[src/hw/kbd_pkg.sv]
`default_nettype none

package kbd_pkg;

	// ------------------------------------------------------------------
	// Register map, byte addresses on the APB side
	// ------------------------------------------------------------------
	localparam int              ADDR_W      = 12;
	localparam logic [11:0]     OFS_SELECT  = 12'h000;
	localparam logic [11:0]     OFS_COMMAND = 12'h004;
	localparam logic [11:0]     OFS_DATA    = 12'h008;
	localparam logic [11:0]     OFS_STATUS  = 12'h00C;
	localparam logic [11:0]     OFS_MASK    = 12'h010;
	localparam logic [11:0]     OFS_CONTROL = 12'h014;

	localparam logic [7:0]      KBD_SELECT_ADDR = 8'hE1;

	// ------------------------------------------------------------------
	// Field positions and reset values
	// ------------------------------------------------------------------
	localparam int              CMD_INIT_BIT     = 0;
	localparam int              CMD_DCLR_BIT     = 1;
	localparam int              CMD_BEEP_BIT     = 2;
	localparam int              CMD_CLICK_BIT    = 3;
	localparam int              STAT_AVAIL_BIT   = 7;
	localparam int              STAT_OVERRUN_BIT = 6;
	localparam int              STAT_REPEAT_BIT  = 1;
	localparam int              MASK_KBD_BIT     = 0;
	localparam int              LIGHTS_W         = 8;
	localparam int              CTRL_FAST_BIT    = 8;
	localparam logic [7:0]      LIGHTS_RST       = 8'h00;

	localparam int              KEY_W  = 6;
	localparam int              PAD_W  = 2;
	localparam int              CODE_W = PAD_W + 2 + KEY_W;

	// ------------------------------------------------------------------
	// Timing
	// ------------------------------------------------------------------
	localparam int              CLK_PERIOD_NS   = 10;
	localparam int              MS_NS           = 1000000;
	localparam int              TICK_CYCLES_DEF = MS_NS / CLK_PERIOD_NS;
	localparam int              MS_PER_S        = 1000;
	localparam int              MS_W            = 11;
	localparam int              REPEAT_MIN_MS   = 500;
	localparam int              REPEAT_MAX_MS   = 1200;
	// Aim at the middle of the window so tick jitter cannot leave it.
	localparam int              REPEAT_DELAY_MS = (REPEAT_MIN_MS + REPEAT_MAX_MS) / 2;
	localparam int              STD_RATE_HZ     = 15;
	localparam int              FAST_RATE_HZ    = 33;
	localparam int              STD_PERIOD_MS   = MS_PER_S / STD_RATE_HZ;
	localparam int              FAST_PERIOD_MS  = MS_PER_S / FAST_RATE_HZ;
	localparam int              BEEP_MS         = 100;
	localparam int              CLICK_MS        = 4;
	localparam int              TONE_PEND_MAX   = 7;

	typedef enum logic [2:0]
	{
		RPT_IDLE  = 3'b001,
		RPT_DELAY = 3'b010,
		RPT_RUN   = 3'b100
	} rpt_state_t;

endpackage : kbd_pkg

`default_nettype wire

[src/hw/keyboard_io_interface.sv]
// The register offsets and the APB register port were chosen for this implementation.
`default_nettype none

// Function
// - Select only on address E1 hex.
// - Initialise deselects the keyboard.
// - Keypress sets character-available flag.
// - Initialise clears character-available flag.
// - Device clear clears character-available flag.
// - Input read clears character-available flag.
// - Interrupt when mask enabled and flag set.
// - Mask off withholds the interrupt.
// - Repeat starts between 0.5 and 1.2 s.
// - Standard repeat rate fifteen codes per second.
// - Release ends repeat immediately.
// - One beep per beep command; the code drops a beep command that finds seven already waiting.
// - One click per click command; the code drops a click command that finds seven already waiting.
// - Lights follow last written pattern.
// - ASCII pad codes in four states.
// - Shift lock forces shifted codes.
// - Cursor pad codes in four states.
// - Numeric and function pad codes too.
// - Flag reported as status bit 7.
// - Fast repeat option gives 33 per second.
module keyboard_io_interface #(
	parameter int TICK_CYCLES = kbd_pkg::TICK_CYCLES_DEF
) (
	// Clock and reset
	input  wire logic                       pclk,
	input  wire logic                       presetn,
	// APB slave
	input  wire logic                       psel,
	input  wire logic                       penable,
	input  wire logic                       pwrite,
	input  wire logic [kbd_pkg::ADDR_W-1:0] paddr,
	input  wire logic [31:0]                pwdata,
	output logic      [31:0]                prdata,
	output logic                            pready,
	output logic                            pslverr,
	// Key matrix
	input  wire logic                       key_down,
	input  wire logic [kbd_pkg::PAD_W-1:0]  key_pad,
	input  wire logic [kbd_pkg::KEY_W-1:0]  key_index,
	input  wire logic                       shift_key,
	input  wire logic                       ctrl_key,
	input  wire logic                       shift_lock_on,
	// Outputs to the operator and the host
	output logic                            kbd_irq,
	output logic                            beep_on,
	output logic                            click_on,
	output logic [kbd_pkg::LIGHTS_W-1:0]    status_lights
);
	import kbd_pkg::*;

	localparam int TICK_W = $clog2(TICK_CYCLES);
	localparam logic [1:0][MS_W-1:0] TONE_MS = {MS_W'(CLICK_MS), MS_W'(BEEP_MS)};

	typedef struct packed {
		logic                     selected;
		logic                     avail;
		logic                     overrun;
		logic [CODE_W-1:0]        code;
		logic                     mask_en;
		logic                     fast;
		logic [LIGHTS_W-1:0]      lights;
		rpt_state_t               rpt;
		logic [MS_W-1:0]          rpt_ms;
		logic                     key_prev;
		logic [TICK_W-1:0]        tick_cnt;
		logic [1:0][2:0]          tone_pend;
		logic [1:0][MS_W-1:0]     tone_ms;
		logic [1:0]               tone_busy;
		logic [1:0]               tone_on;
		logic [31:0]              rdata;
	} state_t;

	localparam state_t ST_RST = '{
		rpt: RPT_IDLE, lights: LIGHTS_RST, default: '0};

	state_t                st_q;
	state_t                st_d;
	logic                  setup;
	logic                  access;
	logic                  wr;
	logic                  mapped;
	logic                  cmd_wr;
	logic                  init_cmd;
	logic                  dclr_cmd;
	logic                  read_cmd;
	logic                  clr_flag;
	logic                  tick;
	logic                  press;
	logic                  issue;
	logic [MS_W-1:0]       period_ms;
	logic [1:0]            tone_cmd;
	logic [CODE_W-1:0]     key_code;

	// ------------------------------------------------------------------
	// Bus decode
	// ------------------------------------------------------------------
	// Reads are sampled in the setup phase so the access phase never waits.
	assign setup    = psel && !penable;
	assign access   = psel && penable;
	assign wr       = access && pwrite;
	assign mapped   = (paddr == OFS_SELECT) || (paddr == OFS_COMMAND) ||
	                  (paddr == OFS_DATA) || (paddr == OFS_STATUS) ||
	                  (paddr == OFS_MASK) || (paddr == OFS_CONTROL);
	assign pready   = 1'b1;
	assign pslverr  = access && !mapped;
	assign prdata   = st_q.rdata;
	assign cmd_wr   = wr && (paddr == OFS_COMMAND);
	// Initialise is bus wide and needs no selection.
	assign init_cmd = cmd_wr && pwdata[CMD_INIT_BIT];
	assign dclr_cmd = cmd_wr && st_q.selected && pwdata[CMD_DCLR_BIT];
	assign read_cmd = access && !pwrite && st_q.selected && (paddr == OFS_DATA);
	assign clr_flag = init_cmd || dclr_cmd || read_cmd;
	assign tone_cmd = {2{cmd_wr && st_q.selected}} &
	                  {pwdata[CMD_CLICK_BIT], pwdata[CMD_BEEP_BIT]};

	// ------------------------------------------------------------------
	// Key code and timing
	// ------------------------------------------------------------------
	// Each pad key gets a distinct code in all four shift states; shift lock
	// behaves as a held shift key.
	assign key_code  = {key_pad, ctrl_key, shift_key || shift_lock_on, key_index};
	assign tick      = (st_q.tick_cnt == TICK_W'(TICK_CYCLES - 1));
	assign press     = key_down && !st_q.key_prev;
	assign period_ms = st_q.fast ? MS_W'(FAST_PERIOD_MS) : MS_W'(STD_PERIOD_MS);

	// ------------------------------------------------------------------
	// Next state
	// ------------------------------------------------------------------
	always_comb
	begin
		logic [2:0] pend_n;
		pend_n = '0;
		st_d   = st_q;
		issue  = 1'b0;
		st_d.tick_cnt = tick ? '0 : st_q.tick_cnt + 1'b1;
		st_d.key_prev = key_down;

		unique case (st_q.rpt)
			RPT_IDLE:
			begin
				if (press)
				begin
					issue       = 1'b1;
					st_d.rpt    = RPT_DELAY;
					st_d.rpt_ms = '0;
				end
			end
			RPT_DELAY:
			begin
				if (!key_down)
					st_d.rpt = RPT_IDLE;
				else if (tick && st_q.rpt_ms == MS_W'(REPEAT_DELAY_MS - 1))
				begin
					issue       = 1'b1;
					st_d.rpt    = RPT_RUN;
					st_d.rpt_ms = '0;
				end
				else if (tick)
					st_d.rpt_ms = st_q.rpt_ms + 1'b1;
			end
			RPT_RUN:
			begin
				if (!key_down)
					st_d.rpt = RPT_IDLE;
				else if (tick && st_q.rpt_ms >= period_ms - 1'b1)
				begin
					issue       = 1'b1;
					st_d.rpt_ms = '0;
				end
				else if (tick)
					st_d.rpt_ms = st_q.rpt_ms + 1'b1;
			end
			default:
				st_d.rpt = RPT_IDLE;
		endcase

		// A clear and a new code in one cycle leave the flag set.
		if (clr_flag)
		begin
			st_d.avail   = 1'b0;
			st_d.overrun = 1'b0;
		end
		if (issue)
		begin
			if (!st_q.avail || clr_flag)
			begin
				st_d.code  = key_code;
				st_d.avail = 1'b1;
			end
			else
				st_d.overrun = 1'b1;
		end

		if (wr && paddr == OFS_SELECT)
			st_d.selected = (pwdata[7:0] == KBD_SELECT_ADDR);
		if (init_cmd)
			st_d.selected = 1'b0;
		if (wr && st_q.selected && paddr == OFS_MASK)
			st_d.mask_en = pwdata[MASK_KBD_BIT];
		if (wr && st_q.selected && paddr == OFS_CONTROL)
		begin
			st_d.lights = pwdata[LIGHTS_W-1:0];
			st_d.fast   = pwdata[CTRL_FAST_BIT];
		end

		// Up to seven commands wait behind the sounding one, so up to eight
		// back-to-back requests each sound once, with a silent gap as long as the tone between them.
		for (int i = 0; i < 2; i++)
		begin
			pend_n = st_q.tone_pend[i];
			if (st_q.tone_busy[i])
			begin
				if (tick && st_q.tone_ms[i] == {TONE_MS[i][MS_W-2:0], 1'b0} - 1'b1)
					st_d.tone_busy[i] = 1'b0;
				else if (tick)
					st_d.tone_ms[i] = st_q.tone_ms[i] + 1'b1;
			end
			else if (pend_n != 3'h0)
			begin
				st_d.tone_busy[i] = 1'b1;
				st_d.tone_ms[i]   = '0;
				pend_n            = pend_n - 1'b1;
			end
			if (tone_cmd[i] && pend_n != 3'(TONE_PEND_MAX))
				pend_n = pend_n + 1'b1;
			if (init_cmd)
				pend_n = '0;
			st_d.tone_pend[i] = pend_n;
			st_d.tone_on[i]   = st_d.tone_busy[i] && (st_d.tone_ms[i] < TONE_MS[i]);
		end

		// Unselected, the keyboard answers only on its select register.
		if (setup && !pwrite)
		begin
			st_d.rdata = '0;
			if (paddr == OFS_SELECT)
				st_d.rdata[0] = st_d.selected;
			else if (st_d.selected)
			begin
				unique case (paddr)
					OFS_DATA:    st_d.rdata[CODE_W-1:0] = st_d.code;
					OFS_STATUS:
					begin
						st_d.rdata[STAT_AVAIL_BIT]   = st_d.avail;
						st_d.rdata[STAT_OVERRUN_BIT] = st_d.overrun;
						st_d.rdata[STAT_REPEAT_BIT]  = (st_d.rpt == RPT_RUN);
					end
					OFS_MASK:    st_d.rdata[MASK_KBD_BIT] = st_d.mask_en;
					OFS_CONTROL:
					begin
						st_d.rdata[LIGHTS_W-1:0]  = st_d.lights;
						st_d.rdata[CTRL_FAST_BIT] = st_d.fast;
					end
					default:     st_d.rdata = '0;
				endcase
			end
		end
	end

	always_ff @(posedge pclk or negedge presetn)
	begin
		if (!presetn)
			st_q <= ST_RST;
		else
			st_q <= st_d;
	end

	// ------------------------------------------------------------------
	// Outputs
	// ------------------------------------------------------------------
	assign kbd_irq       = st_q.mask_en && st_q.avail;
	assign beep_on       = st_q.tone_on[0];
	assign click_on      = st_q.tone_on[1];
	assign status_lights = st_q.lights;
endmodule : keyboard_io_interface

`default_nettype wire

[config.mk]
export PLATFORM = sky130hd
export DESIGN_NAME = keyboard_io_interface
export DESIGN_NICKNAME = d
export VERILOG_FILES = /design/src/hw/kbd_pkg.sv /design/src/hw/keyboard_io_interface.sv
export SDC_FILE = /design/constraint.sdc
export NUM_CORES = 1
export LEC_CHECK = 0
export CORE_UTILIZATION = 60
export DETAILED_ROUTE_END_ITERATION = 12
export DONT_BUFFER_PORTS = 1
export PLACE_DENSITY = 0.76
export SETUP_SLACK_MARGIN = 0.4
export SLEW_MARGIN = 20
export SYNTH_ARGS = -nofsm -noshare
export SYNTH_HDL_FRONTEND = slang
export SYNTH_SLANG_ARGS = --single-unit
[constraint.sdc]
create_clock -name pclk -period 3.1 [get_ports pclk]
set_input_delay 0.31 -clock pclk [delete_from_list [all_inputs] [get_ports pclk]]
set_output_delay 0.31 -clock pclk [all_outputs]
set_load 0.02 [all_outputs]
==> results.md <==
Synthesis:
- The mean instance size in the synthesized netlist is ~9.3 um^2.
- Yosys mapped a number of flops with a built-in enable equal to 0.
- The dominant combinational cell family by area after synthesis is simple AND/OR/NAND/NOR gates.
- The post-synthesis simple-gate area fraction is 24.3%.
- In this run the cell area of the synthesized design comes to 5880 um^2.
- The post-synthesis cell type count is 67.
- The number of flip-flops and latches in the synthesized netlist is 97.
- The number of standard cells after synthesis is roughly 630.
- The area share of xor/xnor cells in the synthesized design is 3.28%.
- The post-synthesis adder-cell area fraction is 3.62%.
- For this run, the register share of the synthesized area comes to 41.3%.
- The post-synthesis compound-gate area fraction is between 10% and 20%.
- The most used flip-flop cell after synthesis is sky130_fd_sc_hd__dfrtp_1.
- The number of warning messages in the yosys log is 0.
- Measured against the total synthesized area, the mux share comes to 6.96%.
- The share of flip-flops with an asynchronous set or reset after synthesis is 100%.

Floorplan:
- The floorplan has 35 rows.
- The initial core utilization is 62.8%.
- In this run the standard cell core region covers between 9000 and 10,000 um^2.
- In this run the count of I/O pins placed on the die edge is 106.
- The die is 101 um wide.
- The height of the die is 101 um.
- The overall die area is between 10,000 and 15,000 um^2.

Power:
- Of the total power, combinational logic draws 6.4%.
- The sequential fraction of design power is a little under three fifths.
- The clock share of power is 37.3%.
- The cell-internal power is 0.00177 W.
- The switching portion of total power is between 20% and 30%.
- For this design the ratio of total power to cell area is about 380 nW/um^2.
- The leakage power is approximately 2.8 nW.
- The switching component of the power is 0.000576 W.
- The largest voltage drop on the vdd net is 0.370 mV.

Timing:
- The count of endpoints failing setup in the final report is 0.
- The final critical path takes up 85.0% of the cycle.
- The final worst setup slack is approximately 0.46 ns.
- Measured against its own limit, the worst slew margin works out to 57.9%.
- On the final layout, the worst clock skew is 0.0172 ns.
- The final hold violation count is 0.
- The total count of max-transition violations in the final report is 0.
- Setup repair after global routing could not meet its margin everywhere.
- The minimum clock period is 2.64 ns.
- The highest attainable clock frequency is ~380 MHz.
- At the pin with the least slew margin, the transition time is roughly 0.63 ns.
- In the final timing run, aggregate negative setup slack is 0 ns.

Global routing:
- The global-route wire length before repair is 20.8 mm.
- For this run, the total global-route usage over all layers was measured as 26.4%.
- The number of global-route vias before repair is 4,357.
- For this run the aggregate overflow at the end of global routing stands at 0.
- Entering global routing, the biggest net connects slightly below 100 pins.
- The number of antenna violations at the first check in global routing is 0.

Clocking:
- The maximum level of the CTS H-tree is 3.
- The number of buffers on the longest clock path is 2.
- In this run, CTS created clock tree buffers numbering 9.
- The count of clock tree sinks is slightly below 100.
- After clock tree synthesis, the clock-pin slew on the worst setup and hold paths is 0.10 ns.
- For the worst-skew pair, the clock arrives at the later sink with an insertion delay of 0.38 ns.
- The clock root buffer is sky130_fd_sc_hd__clkbuf_8.
- TritonCTS built the clock tree.

Routing:
- After detailed routing, the average wire length per cell comes to 16.7 um.
- In the routed layout, each cell is associated on average with a via count of slightly above 6.
- The top routing layer in use is met4.
- The final routed DRC violation total is 0.
- The via count is approximately 4,600.
- The routed design uses 6.11 mm of met2 wire.
- The number of optimization iterations in the first detailed-route pass is 5.
- In the final routing, the length of wire on met1 measures 5.50 mm.
- The count of nets left with antenna violations after detail routing is 0.
- The routed wire length is 12.6 mm.
- The number of DRC markers after the initial detailed-route iteration is around 260.
- The met3 layer wire length in the routed design is 801 um.

Cells and area:
- The repair_antennas step left the layout with diodes totalling 0.
- The number of nets in the final layout is 701.
- Relative to the synthesized area, the layout overhead comes to 5.23%.
- The share of cells above drive strength 1 is 11.3%.

Setup path:
- In this run the register-to-register setup slack is 0.46 ns.
- The worst reg2reg path startpoint is st_q[37].
- The critical path contains buffers and inverters numbering 0 combined.
- The capture instance of the worst register-to-register path is beep_on.
- On the critical path, the stage with the largest delay is an instance of sky130_fd_sc_hd__or4bb_1.
- The critical path startpoint category is a flip-flop.
- The number of cells on the worst reg-to-reg path is 7.
- Walking the worst path, the cells encountered are ha_2 > or4bb_1 > o41a_1 > nand4b_1 > mux2i_1 > or3b_1 > nor4_2.
- The largest single stage delay on the critical path is 0.53 ns.
- The type of the setup path with the least slack is reg -> reg.
- STA classifies the critical path endpoint as a flip-flop.
- The kind of cell with the highest combined delay along the critical path is simple AND/OR/NAND/NOR gates.
- Data arrives at the worst endpoint at 2.91 ns.
- The required time reported for the critical path endpoint is 3.38 ns.
- Along the worst path, the maximum fanout reaches 6.

Job:
- Max-cap violations in this run came to 0.

Place:
- Port buffering added 0 buffers.
- Timing analysis after detailed placement gives a worst setup slack of 0.246 ns.
- The congestion estimate from routability-driven global placement came to between 0.9 and 1.
- Detailed placement finished with a half-perimeter wire length of 9.06 mm.

Outcome:
- The run finished with clean final reports.

Hold path:
- The count of cells along the worst hold path is 1.
- The end of the worst hold path is status_lights[6].
- The worst hold path belongs to the class in -> reg.
- The worst hold path begins at pwdata[6].
cell families after synthesis:
family | after synthesis
other | 2
adders and majority gates | 17
and+or+nand+nor | 267
DFF | 97
xor gates and xnor gates | 22
buffers and inverters | 84
muxes | 39
AOI/OAI and AO/OA | 101
metrics by stage:
step                utilization, %  power, W  hold WS, ns  cell area [um^2]  std cells
floorplan                        -   0.00146       0.0144              5960        650
global placement              62.2   0.00146       0.0190              5830        731
detailed placement            62.2   0.00146       0.0197              5830        731
CTS                           65.0   0.00237       0.0640              6090        750
global route                  66.0   0.00244       0.0582              6190        757
finish                        66.0   0.00235       0.0718              6190        757
what timing repair did:
item,CTS,global route
endpoints found under the hold margin,98,0
pin swaps,0,4
endpoints found under the setup margin,8,17
gates resized for setup,1,11
setup buffers,0,7
hold buffers,3,0
power groups by stage:
stage	Sequential [W]	Clock [W]	Combinational (W)
after floorplan	0.00134	0	0.000122
after global placement	0.00134	0	0.000112
after detailed placement	0.00135	0	0.000117
after CTS	0.00132	0.000900	0.000149
after global routing	0.00133	0.000947	0.000170
final	0.00132	0.000877	0.000150
how the worst max path moves through the flow:
stage | from | to | slack [ns] | cells after the start
2_1_floorplan | paddr[9] | prdata[9] | 0.42 | 7
3_3_place_gp | paddr[9] | prdata[9] | 0.33 | 6
3_5_place_dp | paddr[9] | prdata[7] | 0.25 | 7
4_1_cts | st_q[36] | beep_on | 0.42 | 7
5_1_grt | st_q[36] | beep_on | 0.34 | 7
6_report | st_q[37] | beep_on | 0.46 | 7
synth_stat cells (9+ instances only):
master                     count  area share [%]
sky130_fd_sc_hd__xor2_1       10             1.5
sky130_fd_sc_hd__a21oi_1       9            0.77
sky130_fd_sc_hd__mux2_2       14             2.7
sky130_fd_sc_hd__o21ai_0      21             1.8
sky130_fd_sc_hd__nand2_1      72             4.6
sky130_fd_sc_hd__mux2i_1      24             4.1
sky130_fd_sc_hd__nand2b_1      9            0.96
sky130_fd_sc_hd__ha_1         17             3.6
sky130_fd_sc_hd__inv_1        22             1.4
sky130_fd_sc_hd__nor2_1       42             2.7
sky130_fd_sc_hd__nand3_1      28             2.4
sky130_fd_sc_hd__buf_4        41             5.2
sky130_fd_sc_hd__and2_1        9            0.96
sky130_fd_sc_hd__dfrtp_1      96              41
sky130_fd_sc_hd__o211ai_1     10             1.3
sky130_fd_sc_hd__nor3_1       10            0.85
sky130_fd_sc_hd__nor4_1       16             1.7
sky130_fd_sc_hd__a31oi_1      21             2.2
sky130_fd_sc_hd__xnor2_1      12             1.8
sky130_fd_sc_hd__clkbuf_1     17             1.1
sky130_fd_sc_hd__nand4_1      16             1.7
sky130_fd_sc_hd__nor2b_1      11             1.2
state kept, by name, summed over array words and instances (netlist names):
signal and cells:
status_lights 8, st_q 77, prdata 10, click_on 1
beep_on 1
routing by layer:
layer  up-vias  GRT usage (%)
met4         0           9.59
met1      2219           33.8
li1       2207              -
met3        28           7.28
met2       137           42.8
met5         -              0
cell type report:
class                   count  area [um^2]
clock buffers              11          151
clock inverters             5         61.3
fillers                   792         3180
inverters                  22         82.6
multi-input cells         469         3090
flip-flops and latches     97         2430
well taps                 129          161
repair buffers             24          209
worst reg2reg max path, cell delays in order (launching register included):
cell                       delay [ns]
sky130_fd_sc_hd__dfrtp_1         0.39
sky130_fd_sc_hd__ha_2            0.25
sky130_fd_sc_hd__or4bb_1         0.53
sky130_fd_sc_hd__o41a_1          0.48
sky130_fd_sc_hd__nand4b_1        0.16
sky130_fd_sc_hd__mux2i_1         0.10
sky130_fd_sc_hd__or3b_1          0.42
sky130_fd_sc_hd__nor4_2          0.21
cell usage in the layout (no fill, tap or decap), types with 10 or more instances in the layout:
master / Yosys / routed
sky130_fd_sc_hd__nor2b_1: 11 / 11
sky130_fd_sc_hd__inv_1: 22 / 22
sky130_fd_sc_hd__conb_1: 2 / 23
sky130_fd_sc_hd__nor2_1: 42 / 42
sky130_fd_sc_hd__xnor2_1: 12 / 12
sky130_fd_sc_hd__nand3_1: 28 / 28
sky130_fd_sc_hd__buf_4: 41 / 20
sky130_fd_sc_hd__xor2_1: 10 / 10
sky130_fd_sc_hd__dfrtp_1: 96 / 95
sky130_fd_sc_hd__o21ai_0: 21 / 21
sky130_fd_sc_hd__clkbuf_8: 0 / 11
sky130_fd_sc_hd__ha_1: 17 / 16
sky130_fd_sc_hd__nand2_1: 72 / 72
sky130_fd_sc_hd__a31oi_1: 21 / 21
sky130_fd_sc_hd__mux2_2: 14 / 14
sky130_fd_sc_hd__o211ai_1: 10 / 10
sky130_fd_sc_hd__mux2i_1: 24 / 23
sky130_fd_sc_hd__nor4_1: 16 / 13
sky130_fd_sc_hd__nor3_1: 10 / 10
sky130_fd_sc_hd__nand4_1: 16 / 16
Power figures use the tool's default switching activity.
